**src/core/lpsw_map.svh**
```systemverilog
// Register offsets, field positions and timing counts of the ladder power switch.
`ifndef LPSW_MAP_SVH
`define LPSW_MAP_SVH
`define LPSW_OFF_CTRL    4'h0
`define LPSW_OFF_STATUS  4'h4
`define LPSW_OFF_TICK    4'h8
`define LPSW_CTRL_RESET  8'h00
`define LPSW_AP_HI       7
`define LPSW_AP_LO       6
`define LPSW_BP_HI       5
`define LPSW_BP_LO       4
`define LPSW_AT_HI       2
`define LPSW_AT_LO       0
`define LPSW_CTRL_MASK   8'hf7
`define LPSW_PRE_WIDTH   5
`define LPSW_PRE_DIV     32
`endif

```
**src/core/lpsw_pkg.sv**
```systemverilog
// Types shared by the ladder power switch.
`default_nettype none
package lpsw_pkg;
    typedef enum logic [1:0] {
        LPSW_OFF, LPSW_LOW, LPSW_MED, LPSW_HIGH
    } lpsw_level_t;
    typedef struct packed {
        logic [1:0] pwr_a;
        logic [1:0] pwr_b;
        logic [2:0] dur_a;
    } lpsw_ctrl_t;
    typedef struct packed {
        logic [1:0]  level;
        logic        connect;
        logic        in_a;
    } lpsw_ladder_t;
endpackage : lpsw_pkg
`default_nettype wire

```
**src/core/lpsw_ladder_switch.sv**
```systemverilog
// Ladder power level control with automatic A/B interval switching.
//
// Decided for this implementation: the Avalon-MM register port and the placing of the registers.
`default_nettype none
`include "lpsw_map.svh"
//
// Function
// - Low, medium and high ladder power levels.
// - Ladder can be switched fully off.
// - Off ladder disconnects all taps.
// - Inactive module forces ladder off.
// - Setting A starts at each transition.
// - Setting B holds until next transition.
// - Three-bit duration; zero gives no A.
// - Five-bit prescaler times interval A.
// - A field 00 off, 01 low, 10 medium.
module lpsw_ladder_switch
    import lpsw_pkg::*;
#(
    parameter int PRE_WIDTH = `LPSW_PRE_WIDTH,
    parameter int PRE_DIV   = `LPSW_PRE_DIV
) (
    // Clock and reset
    input  wire logic        sys_clk,
    input  wire logic        rst,
    // Avalon-MM slave
    input  wire logic [3:0]  avs_address,
    input  wire logic        avs_read,
    input  wire logic        avs_write,
    input  wire logic [31:0] avs_writedata,
    input  wire logic [3:0]  avs_byteenable,
    output logic      [31:0] avs_readdata,
    output logic             avs_waitrequest,
    // LCD timing, from pins of the LCD clock domain
    input  wire logic        lcd_active_flag,
    input  wire logic        lcd_clk_in,
    input  wire logic        lcd_transition,
    // Ladder control
    output logic [1:0]       ladder_level,
    output logic             ladder_connect,
    output logic             ladder_in_a
);
    initial begin
        if (PRE_WIDTH < 3 || PRE_WIDTH > 8 || PRE_DIV > (1 << PRE_WIDTH) || PRE_DIV < 8) begin
            $error("lpsw: unsupported prescaler parameters");
        end
    end

    // ------------------------------------------------------------------
    // State
    // ------------------------------------------------------------------
    typedef struct packed {
        lpsw_ctrl_t     ctrl;
        logic [2:0]     act_sync;
        logic [2:0]     clk_sync;
        logic [2:0]     trn_sync;
        logic           active;
        logic           lclk;
        logic           trn;
        logic [7:0]     pre;
        logic           counting;
        lpsw_ladder_t   out;
        logic [31:0]    rdata;
        logic           wait_n;
    } lpsw_state_t;

    lpsw_state_t s_q;
    lpsw_state_t s_d;

    function automatic logic [1:0] decode_level(input logic [1:0] f);
        case (f)
            2'h0: decode_level = LPSW_OFF;
            2'h1: decode_level = LPSW_LOW;
            2'h2: decode_level = LPSW_MED;
            default: decode_level = LPSW_HIGH;
        endcase
    endfunction : decode_level

    function automatic logic agree(input logic [2:0] sy, input logic old);
        agree = (sy[1] == sy[2]) ? sy[2] : old;
    endfunction : agree

    logic       lclk_rise;
    logic       trn_rise;
    logic [7:0] pre_max;
    logic       sel_a;
    logic [1:0] lvl;

    always_comb begin
        s_d = s_q;
        pre_max = 8'(PRE_DIV - 1);
        s_d.act_sync = {s_q.act_sync[1:0], lcd_active_flag};
        s_d.clk_sync = {s_q.clk_sync[1:0], lcd_clk_in};
        s_d.trn_sync = {s_q.trn_sync[1:0], lcd_transition};
        s_d.active = agree(s_q.act_sync, s_q.active);
        s_d.lclk   = agree(s_q.clk_sync, s_q.lclk);
        s_d.trn    = agree(s_q.trn_sync, s_q.trn);
        lclk_rise = s_d.lclk & ~s_q.lclk;
        trn_rise  = s_d.trn & ~s_q.trn;
        // Prescaler count restarts at every segment or common change.
        if (trn_rise) begin
            s_d.pre = 8'h00;
            s_d.counting = 1'b1;
        end else if (lclk_rise && s_q.counting) begin
            if (s_q.pre == pre_max) begin
                s_d.counting = 1'b0;
            end else begin
                s_d.pre = s_q.pre + 8'h01;
            end
        end
        sel_a = s_q.counting && (s_q.pre < {5'h00, s_q.ctrl.dur_a});
        lvl = sel_a ? decode_level(s_q.ctrl.pwr_a) : decode_level(s_q.ctrl.pwr_b);
        if (!s_q.active) begin
            lvl = LPSW_OFF;
        end
        s_d.out.level   = lvl;
        s_d.out.connect = (lvl != LPSW_OFF);
        s_d.out.in_a    = sel_a & s_q.active;
        // Bus: every access answers one cycle after it is presented.
        s_d.wait_n = 1'b0;
        if ((avs_read || avs_write) && !s_q.wait_n) begin
            s_d.wait_n = 1'b1;
            s_d.rdata  = 32'h0000_0000;
            if (avs_write && avs_address == `LPSW_OFF_CTRL && avs_byteenable[0]) begin
                s_d.ctrl.pwr_a = avs_writedata[`LPSW_AP_HI:`LPSW_AP_LO];
                s_d.ctrl.pwr_b = avs_writedata[`LPSW_BP_HI:`LPSW_BP_LO];
                s_d.ctrl.dur_a = avs_writedata[`LPSW_AT_HI:`LPSW_AT_LO];
            end
            if (avs_read) begin
                case (avs_address)
                    `LPSW_OFF_CTRL: s_d.rdata[7:0] = {s_q.ctrl.pwr_a, s_q.ctrl.pwr_b,
                                                      1'b0, s_q.ctrl.dur_a};
                    `LPSW_OFF_STATUS: s_d.rdata[4:0] = {s_q.active, s_q.out.in_a,
                                                        s_q.out.connect, s_q.out.level};
                    `LPSW_OFF_TICK: s_d.rdata[7:0] = s_q.pre;
                    default: s_d.rdata = 32'h0000_0000;
                endcase
            end
        end
    end

    always_ff @(posedge sys_clk or posedge rst) begin
        if (rst) begin
            s_q <= '0;
        end else begin
            s_q <= s_d;
        end
    end

    assign avs_readdata    = s_q.rdata;
    assign avs_waitrequest = ~s_q.wait_n;
    assign ladder_level    = s_q.out.level;
    assign ladder_connect  = s_q.out.connect;
    assign ladder_in_a     = s_q.out.in_a;
endmodule : lpsw_ladder_switch
`default_nettype wire

```
**config.mk**
```make
export PLATFORM = sky130hd
export DESIGN_NAME = lpsw_ladder_switch
export DESIGN_NICKNAME = d
export VERILOG_FILES = /design/src/core/lpsw_pkg.sv /design/src/core/lpsw_ladder_switch.sv
export VERILOG_INCLUDE_DIRS = /design/src /design/src/core
export SDC_FILE = /design/constraint.sdc
export NUM_CORES = 1
export LEC_CHECK = 0
export BUFFER_PORTS_ARGS = -buffer_cell sky130_fd_sc_hd__buf_2
export CELL_PAD_IN_SITES_DETAIL_PLACEMENT = 1
export CELL_PAD_IN_SITES_GLOBAL_PLACEMENT = 2
export CORE_MARGIN = 8
export CORE_UTILIZATION = 28
export DETAILED_ROUTE_END_ITERATION = 10
export PLACE_DENSITY = 0.76
export SKIP_CTS_REPAIR_TIMING = 1
export SLEW_MARGIN = 20
export SYNTH_ARGS = -nofsm -noshare
export SYNTH_HDL_FRONTEND = slang
export SYNTH_SLANG_ARGS = --single-unit
```
**constraint.sdc**
```tcl
create_clock -name sys_clk -period 2.12 [get_ports sys_clk]
set_clock_uncertainty 0.1 [all_clocks]
set_input_delay 0.212 -clock sys_clk [delete_from_list [all_inputs] [get_ports sys_clk]]
set_output_delay 0.212 -clock sys_clk [all_outputs]
set_load 0.05 [all_outputs]
```
==> flow_metrics.py, run 1 <==
metrics = {
    "cts": {
        "cts-root-buf": "clkbuf_8",
        "ctsHtreeMaxLevel": 2,
        "clock_sinks": 41,
        "numCtsBuffers": 5,
        "cts_tree": "built",
        "clock_latency_ps": 290,
        "cts_buffer_depth": 2,
        "path_clk_slew_ps": 80,
    },
    "global_route": {
        "antenna_found_initial": 0,
        "grt_pass1_wl_mm": 7.06,
        "first_global_vias": 1496,
        "globalRouteTotalUtil_pct": 8.78,
        "overflow": 0,
        "grt_max_degree": 42,
    },
    "drt": {
        "finalWirelength_mm": 4.33,
        "wl_per_cell_um": 13.4,
        "drc": 0,
        "drtPass1Iterations": 4,
        "drt_iter0_markers": 33,
        "viasPerCell": 4.37,
        "ant_nets": 0,
        "vias": 1408,
    },
    "timing": {
        "worst_slack_ps": 139,
        "hold_ws_ps": 25.9,
        "period_minus_slack_ps": 1980,
        "finalSetupTns_ps": 0,
        "slew_headroom_pct": 59.4,
        "period_share_pct": 93.4,
        "drv_slew": 0,
        "timing.final.hold_violations": 0,
        "setup_viol": 0,
        "worstMarginPinSlew_ps": 605,
        "grt_setup_unrepaired": "false",
        "fmax_ghz": 0.505,
    },
    "placed_design": {
        "place_ws_ps": 148,
        "port_buffers": 31,
        "dp_hpwl_mm": 3.31,
        "gp_congestion": 0.701,
    },
    "yosys": {
        "synth.distinct_cells": 39,
        "syn_avg_cell_area_sq_um": 10.7,
        "ys.warnings.count": 0,
        "synthArstFlopShare_pct": 100,
        "synth_cells": 191,
        "synth_area_sq_um": 2050,
        "synth_top_area_cell": "dfrtp_1",
        "synth_largest_type_area_fraction_pct": 50.0,
        "synth_ff_type": "dfrtp_1",
        "yosys_register_bits": 41,
        "synth_seq_area_share_pct": 50.0,
        "ys_top_cells_by_area": "dfrtp_1, buf_4, nand2_1, o21ai_0, mux2_2",
        "synth_edf_count": 0,
    },
    "floorplan": {
        "dieArea_sq_um": 10300,
        "die_y_um": 102,
        "pin_count": 84,
        "initial_utilization_pct": 28.6,
        "rows": 31,
        "dieWidth_um": 102,
        "core-area_sq_um": 7180,
    },
    "critical_path": {
        "cp.required_ps": 2240,
        "critPathLaunchType": "flip-flop",
        "worstPathMaxFanout": 7,
        "end_kind": "flip-flop",
        "worst-setup-path-type": "reg -> reg",
        "crit_arrival_ps": 2100,
    },
    "cells_and_area": {
        "layout-drive-gt1-share_pct": 24.2,
        "nets": 272,
        "n_fill_cell": 835,
        "seqCellArea_sq_um": 1030,
        "antenna_cells": 0,
        "multi_input_area_sq_um": 806,
        "layout_common_cells": "dfrtp_1, buf_2, conb_1, nand2_1, o21ai_0",
        "fin_util_pct": 31.9,
        "final_common_cell": "dfrtp_1",
        "syn2layout_area_growth_pct": 11.6,
    },
    "pwr": {
        "p_per_area_nw_per_um2": 822,
        "ir_worst_vdd_uv": 190,
        "p_leak_nw": 1.08,
    },
    "run_status": {
        "status": "finished, final reports clean",
    },
    "run": {
        "max-cap-violations": 0,
    },
    "worst_hold_path": {
        "hold_path.class": "in -> reg",
    },
}
[cells by family after synthesis]
kind of cell             Yosys count  share of synthesized area [%]
flip-flops                        41                           50.0
XOR/XNOR                           4                           1.71
AND/OR/NAND/NOR                   46                           12.5
multiplexers                      11                           5.79
adder cells (fa/ha/maj)            6                           3.29
buffers and inverters             45                           15.0
other                              1                          0.183
AO/OA/AOI/OAI                     37                           11.6
[worst max-delay path, cell delays in order, from the launching register on]
cell     delay (ps)
dfrtp_1         450
ha_1            260
and4_4          220
a21o_4          250
or4_1           500
a21oi_1         140
[layout make-up]
type / instances / share of cell area [%]
multi-input combinational: 128 / 35.2
clock buffer: 8 / 3.50
sequential: 41 / 44.8
inverter: 6 / 0.983
tap: 99 / 5.41
timing repair buffer: 40 / 10.2
[routing by layer]
layer / up-vias / track usage, % / wire, um
met2: 45 / 13.7 / 1990
li1: 666 / - / -
met5: - / 0 / 0
met1: 689 / 10.1 / 1940
met4: 0 / 5.15 / 108
met3: 8 / 3.09 / 290
[registers in the layout, summed over array words and instances (netlist names)]
signal          count
s_q                23
avs_readdata        8
ladder_connect      1
ladder_level        2
ladder_in_a         1
s_d                 6
[power breakdown]
group          switching [mW]  leakage (nW)  internal [mW]
clock network           0.256        0.0395          0.234
logic                   0.315         0.521          0.143
registers              0.0711         0.522          0.862
[per-stage QoR]
stage / cells / power (mW) / area (sq um)
2_1_floorplan: 214 / 1.32 / 2140
3_3_place_gp: 310 / 1.39 / 2170
3_5_place_dp: 310 / 1.41 / 2170
4_1_cts: 318 / 1.90 / 2250
5_1_grt: 322 / 1.99 / 2290
6_report: 322 / 1.88 / 2290
[cell usage after synthesis (all sizes together), types with 3 or more instances]
cell	instances
buf	38
a21oi	4
ha	3
mux2	7
a22oi	7
o31ai	3
mux2i	4
nand2	23
nor3	3
xnor2	3
dfrtp	41
maj3	3
inv	6
o21ai	17
nor2	6
[final timing paths]
path                                  start      end  slack (ps)  cells past startpoint
max in group asynchronous               rst  s_d[54]        1060                      4
hold / removal             avs_writedata[1]  s_q[59]          30                      3
min in group asynchronous               rst  s_q[43]         480                      4
setup / recovery                    s_q[38]  s_q[45]         140                      5
setup reg to reg                    s_q[38]  s_q[45]         140                      5
hold reg to reg                     s_d[53]  s_d[54]         250                      0
Power figures use the tool's default switching activity.
==> inputs of run 2 (changes only) <==
--- a/config.mk
+++ b/config.mk
@@ -6,13 +6,14 @@
 export SDC_FILE = /design/constraint.sdc
 export NUM_CORES = 1
 export LEC_CHECK = 0
+export ABC_AREA = 1
 export BUFFER_PORTS_ARGS = -buffer_cell sky130_fd_sc_hd__buf_2
 export CELL_PAD_IN_SITES_DETAIL_PLACEMENT = 1
 export CELL_PAD_IN_SITES_GLOBAL_PLACEMENT = 2
 export CORE_MARGIN = 8
-export CORE_UTILIZATION = 28
+export CORE_UTILIZATION = 27
 export DETAILED_ROUTE_END_ITERATION = 10
-export PLACE_DENSITY = 0.76
+export PLACE_DENSITY = 0.77
 export SKIP_CTS_REPAIR_TIMING = 1
 export SLEW_MARGIN = 20
 export SYNTH_ARGS = -nofsm -noshare
==> run 2 against run 1 <==
- design area is 4.3% higher
- first-iteration DRC count is 6.1% lower
- global-route usage is 0.80 points higher
- hold slack worse by 13 ps
- critical path type unchanged
- largest power group unchanged
- non-clock buffer count is 3 lower
- final cell count is 20% higher
- setup slack better by 320 ps
- critical endpoint is now s_q[42]
- sequential power is 6.3% higher
- total power is 20% higher
- die area is 7.0% higher
==> flow_metrics.py, run 2 <==
metrics = {
    "yosys": {
        "synth_top_area_cell": "dfrtp_1",
        "synthTopCellsByCount": "nand2_1, dfrtp_1, buf_4",
        "synthMostInstantiatedCell": "nand2_1",
        "synth_cells": 254,
        "ys_top_cells_by_area": "dfrtp_1, nand2_1, buf_4, inv_1, nand3_1",
        "synth_edf_count": 0,
        "synth.distinct_cells": 24,
        "synth_area_sq_um": 2140,
        "synth_seq_area_share_pct": 47.8,
        "synth_ff_type": "dfrtp_1",
        "syn_avg_cell_area_sq_um": 8.44,
        "ys.warnings.count": 0,
        "synthArstFlopShare_pct": 100,
        "yosys_register_bits": 41,
        "synth_largest_type_area_fraction_pct": 47.8,
    },
    "floorplan": {
        "dieArea_sq_um": 11100,
        "pin_count": 84,
        "core-area_sq_um": 7730,
        "die_y_um": 105,
        "dieWidth_um": 105,
        "initial_utilization_pct": 27.8,
        "rows": 32,
    },
    "placed_design": {
        "gp_congestion": 0.737,
        "place_ws_ps": 473,
        "dpl_cell_area_sq_um": 2230,
        "dp_hpwl_mm": 3.85,
        "port_buffers": 31,
    },
    "cells_and_area": {
        "fin_util_pct": 30.9,
        "antenna_cells": 0,
        "layout-drive-gt1-share_pct": 17.3,
        "max_flop_register": "s_q",
        "syn2layout_area_growth_pct": 11.4,
        "nets": 333,
        "layout_common_cells": "nand2_1, dfrtp_1, buf_2, inv_1, conb_1",
        "final_common_cell": "nand2_1",
        "fin_area_sq_um": 2390,
        "largest_reg_flops": 23,
    },
    "drt": {
        "drtPass1Iterations": 3,
        "viasPerCell": 4.13,
        "wl_per_cell_um": 12.7,
        "drc": 0,
        "finalWirelength_mm": 4.92,
        "ant_nets": 0,
        "vias": 1595,
        "drt_iter0_markers": 31,
    },
    "cts": {
        "cts_tree": "built",
        "ctsHtreeMaxLevel": 2,
        "path_clk_slew_ps": 90,
        "numCtsBuffers": 5,
        "clock_sinks": 41,
        "cts-root-buf": "clkbuf_8",
        "clock_latency_ps": 300,
        "cts_buffer_depth": 2,
    },
    "critical_path": {
        "cp_cell_sequence": "ha_1 > nand3_1 > clkinv_2 > nand4_1 > nand2_2 > inv_1 > o21ai_0",
        "worstPathMaxFanout": 13,
        "cp.required_ps": 2240,
        "crit_arrival_ps": 1780,
        "crit_path_top_delay_cell": "dfrtp_1",
        "worst-setup-path-type": "reg -> reg",
        "end_kind": "flip-flop",
        "critPathLaunchType": "flip-flop",
        "cpPeakStageDelay_ps": 450,
    },
    "timing": {
        "worst_slack_ps": 459,
        "drv_slew": 0,
        "fmax_ghz": 0.602,
        "setup_viol": 0,
        "period_share_pct": 78.3,
        "worstMarginPinSlew_ps": 602,
        "grt_setup_unrepaired": "false",
        "period_minus_slack_ps": 1660,
        "finalSetupTns_ps": 0,
        "slew_headroom_pct": 59.6,
        "timing.final.hold_violations": 0,
    },
    "pwr": {
        "internal-power_mw": 1.40,
        "power_frac_comb_pct": 27.3,
        "p_sw_share_pct": 37.6,
        "p_leak_nw": 1.27,
        "power_frac_seq_pct": 44.1,
        "ir_worst_vdd_uv": 338,
        "p_per_area_nw_per_um2": 942,
        "clockPowerShare_pct": 28.6,
        "switching_power_mw": 0.847,
    },
    "global_route": {
        "globalRouteTotalUtil_pct": 9.58,
        "first_global_vias": 1785,
        "grt_pass1_wl_mm": 8.71,
        "antenna_found_initial": 0,
        "overflow": 0,
        "grt_max_degree": 42,
    },
    "run_status": {
        "status": "finished, final reports clean",
    },
    "run": {
        "max-cap-violations": 0,
    },
    "worst_hold_path": {
        "hold_path.class": "in -> reg",
    },
}
## run 2: changes by cell type after synthesis, moves of 3 or more
cell	before	now
a22oi_1	7	0
nand2_1	23	70
o31ai_1	3	0
nand4_1	1	6
inv_1	6	30
nand3_1	2	20
mux2i_1	4	0
xnor2_1	3	0
o22ai_1	0	3
a21oi_1	4	0
mux2_2	7	0
## run 2: power groups by stage
stage | sequential (mW) | combinational, mW | clock (mW)
CTS | 0.996 | 0.617 | 0.667
detailed placement | 1.01 | 0.612 | 0
global placement | 1.01 | 0.597 | 0
finish | 0.993 | 0.613 | 0.644
global route | 1.01 | 0.696 | 0.692
floorplan | 1.04 | 0.484 | 0
## run 2: routing by layer
metal	global-route usage (%)	up-vias	share of wire, %
li1	-	799	-
met1	12.1	748	49
met2	14.8	43	44
met3	2.83	5	5.2
met4	4.28	0	1.9
met5	0	-	0
## run 2: kinds of logic after synthesis
group           after synthesis  share of synthesized area [%]
compound gates               24                           6.07
xor+xnor                      3                           1.23
fa+ha+maj                     6                           3.15
buf+inv                      70                           19.4
flops                        41                           47.8
other cells                   1                          0.175
simple gates                109                           22.2
## run 2: final timing paths
check / startpoint / endpoint / slack (ps) / cells after the start
worst min-delay path: avs_writedata[7] / s_q[64] / 10 / 3
worst min register to register: s_d[50] / s_d[51] / 250 / 0
worst max-delay path: s_q[39] / s_q[42] / 460 / 7
max in group asynchronous: rst / avs_readdata[7] / 1070 / 4
worst max register to register: s_q[39] / s_q[42] / 460 / 7
min in group asynchronous: rst / s_q[46] / 480 / 4
## run 2: per-stage QoR
step / hold WS [ps] / instances / power (mW)
after floorplan: 143 / 277 / 1.52
after global placement: 222 / 374 / 1.60
after detailed placement: 222 / 374 / 1.62
after CTS: -96.5 / 382 / 2.28
after global routing: 11.5 / 386 / 2.40
final: 12.9 / 386 / 2.25
## run 2: area by class of cell
type	count	area [sq um]
clock inverters	3	46.3
inverters	32	121
flip-flops and latches	41	1030
well taps	102	128
repair buffers	37	210
clock buffers	5	68.8
multi-input cells	166	790
fillers	938	5340
## run 2: worst max-delay path, delay by kind of cell (launching register included)
family | cells | cell delay (ps)
simple gates | 3 | 480
flops | 1 | 450
fa+ha+maj | 1 | 220
buf+inv | 2 | 190
compound gates | 1 | 160
==> inputs of run 3 (changes only) <==
--- a/config.mk
+++ b/config.mk
@@ -6,14 +6,14 @@
 export SDC_FILE = /design/constraint.sdc
 export NUM_CORES = 1
 export LEC_CHECK = 0
-export ABC_AREA = 1
+export ABC_AREA = 0
 export BUFFER_PORTS_ARGS = -buffer_cell sky130_fd_sc_hd__buf_2
 export CELL_PAD_IN_SITES_DETAIL_PLACEMENT = 1
 export CELL_PAD_IN_SITES_GLOBAL_PLACEMENT = 2
 export CORE_MARGIN = 8
-export CORE_UTILIZATION = 27
+export CORE_UTILIZATION = 28
 export DETAILED_ROUTE_END_ITERATION = 10
-export PLACE_DENSITY = 0.77
+export PLACE_DENSITY = 0.76
 export SKIP_CTS_REPAIR_TIMING = 1
 export SLEW_MARGIN = 20
 export SYNTH_ARGS = -nofsm -noshare
==> constraint.sdc (replaced) <==
create_clock -name sys_clk -period 1.7 [get_ports sys_clk]
set_clock_uncertainty 0.1 [all_clocks]
set_input_delay 0.17 -clock sys_clk [delete_from_list [all_inputs] [get_ports sys_clk]]
set_output_delay 0.17 -clock sys_clk [all_outputs]
set_load 0.05 [all_outputs]
==> run 3 against run 2 <==
- the run now ends with negative hold slack, negative setup slack left
- highest routed layer unchanged
- sequential share of layout area decreased by 1.1 points
- sequential power rose by 16%
- clock power is 14% higher
- total power grew 14%
- critical path type unchanged
- non-clock buffer count up 16
==> flow_metrics.py, run 3 (synthesis results as in run 1) <==
metrics = {
    "cts": {
        "cts_tree": "built",
        "ctsHtreeMaxLevel": 2,
        "cts-root-buf": "clkbuf_8",
        "numCtsBuffers": 5,
        "cts_buffer_depth": 2,
        "clock_latency_ps": 300,
        "path_clk_slew_ps": 80,
        "clock_sinks": 41,
    },
    "drt": {
        "drtPass1Iterations": 4,
        "finalWirelength_mm": 4.64,
        "viasPerCell": 4.32,
        "wl_per_cell_um": 13.8,
        "ant_nets": 0,
        "vias": 1447,
        "drt_iter0_markers": 45,
        "drc": 0,
    },
    "timing": {
        "finalSetupTns_ps": -57.5,
        "grt_setup_unrepaired": "true",
        "period_minus_slack_ps": 1760,
        "fmax_ghz": 0.569,
        "setup_viol": 2,
        "hold_ws_ps": -16.0,
        "worstMarginPinSlew_ps": 657,
        "worst_slack_ps": -56.0,
        "drv_slew": 0,
        "slew_headroom_pct": 56.0,
        "timing.final.hold_violations": 1,
        "period_share_pct": 103,
    },
    "worst_hold_path": {
        "worstHoldStart": "avs_writedata[2]",
        "min_delay_path_depth": 3,
        "min_to": "s_q[60]",
        "hold_path.class": "in -> reg",
    },
    "placed_design": {
        "placedCellCount": 320,
        "gp_congestion": 0.739,
        "dpl_cell_area_sq_um": 2250,
        "dp_hpwl_mm": 3.40,
        "port_buffers": 31,
        "place_ws_ps": -49.0,
    },
    "cells_and_area": {
        "max_flop_register": "s_q",
        "n_fill_cell": 827,
        "nets": 285,
        "antenna_cells": 0,
        "fin_util_pct": 34.2,
        "fin_area_sq_um": 2450,
        "fin_cells": 335,
        "layout-drive-gt1-share_pct": 32.2,
        "largest_reg_flops": 23,
        "layout_common_cells": "dfrtp_1, buf_2, conb_1, nand2_1, o21ai_0",
        "final_common_cell": "dfrtp_1",
        "syn2layout_area_growth_pct": 19.5,
    },
    "floorplan": {
        "die_y_um": 102,
        "rows": 31,
        "pin_count": 84,
        "dieArea_sq_um": 10300,
        "core-area_sq_um": 7180,
        "initial_utilization_pct": 28.6,
        "dieWidth_um": 102,
    },
    "run_status": {
        "violations": "negative hold slack, negative setup slack",
        "status": "complete, but fails checks",
    },
    "critical_path": {
        "rr_endpoint": "s_q[43]",
        "cp.required_ps": 1820,
        "worstPathMaxFanout": 5,
        "worst_r2r_startpoint": "s_q[40]",
        "ff2ff_path_depth": 5,
        "worst-setup-path-type": "reg -> reg",
        "r2r_setup_slack_ps": -60,
        "crit_arrival_ps": 1880,
        "critPathLaunchType": "flip-flop",
        "end_kind": "flip-flop",
    },
    "global_route": {
        "first_global_vias": 1531,
        "grt_max_degree": 42,
        "grt_pass1_wl_mm": 7.46,
        "globalRouteTotalUtil_pct": 9.29,
        "antenna_found_initial": 0,
        "overflow": 0,
    },
    "pwr": {
        "p_leak_nw": 1.16,
        "p_per_area_nw_per_um2": 1050,
        "ir_worst_vdd_uv": 338,
        "finalPower_mw": 2.57,
    },
    "run": {
        "max-cap-violations": 0,
    },
}
run 3: worst max-delay path, stage by stage (launching register included):
cell     delay (ps)
dfrtp_1         440
buf_4           160
and4_4          170
a21o_4          220
or4_4           480
a21oi_2         120
run 3: where the power goes:
part | total, mW | switching [mW] | internal [mW]
sequential | 1.15 | 0.0745 | 1.08
combinational | 0.686 | 0.440 | 0.246
clock | 0.733 | 0.358 | 0.375
run 3: per-layer routing:
metal,part of all wire [%],vias to the layer above,track usage (%)
met5,0,-,0
met4,2.7,0,5.15
met3,5.8,9,3.09
met2,46,43,13.9
met1,46,704,11.4
li1,-,691,-
run 3: how the worst max path moves through the flow:
| stage | startpoint | to | slack (ps) | cells after the start |
|---|---|---|---|---|
| 2_1_floorplan | s_q[39] | s_q[43] | -40 | 5 |
| 3_3_place_gp | s_q[39] | s_q[43] | 10 | 5 |
| 3_5_place_dp | s_q[39] | s_q[43] | -50 | 5 |
| 4_1_cts | s_q[39] | s_q[43] | -50 | 5 |
| 5_1_grt | s_q[40] | s_q[43] | -110 | 5 |
| 6_report | s_q[40] | s_q[43] | -60 | 5 |
run 3: final cells by class:
cell class | instances | area (sq um) | share of cell area [%]
Sequential cell | 41 | 1030 | 41.8
Multi-Input combinational cell | 128 | 837 | 34.1
Timing Repair Buffer | 53 | 339 | 13.8
Tap cell | 99 | 124 | 5.05
Clock buffer | 7 | 96.3 | 3.93
Inverter | 6 | 22.5 | 0.918
Clock inverter | 1 | 8.76 | 0.357
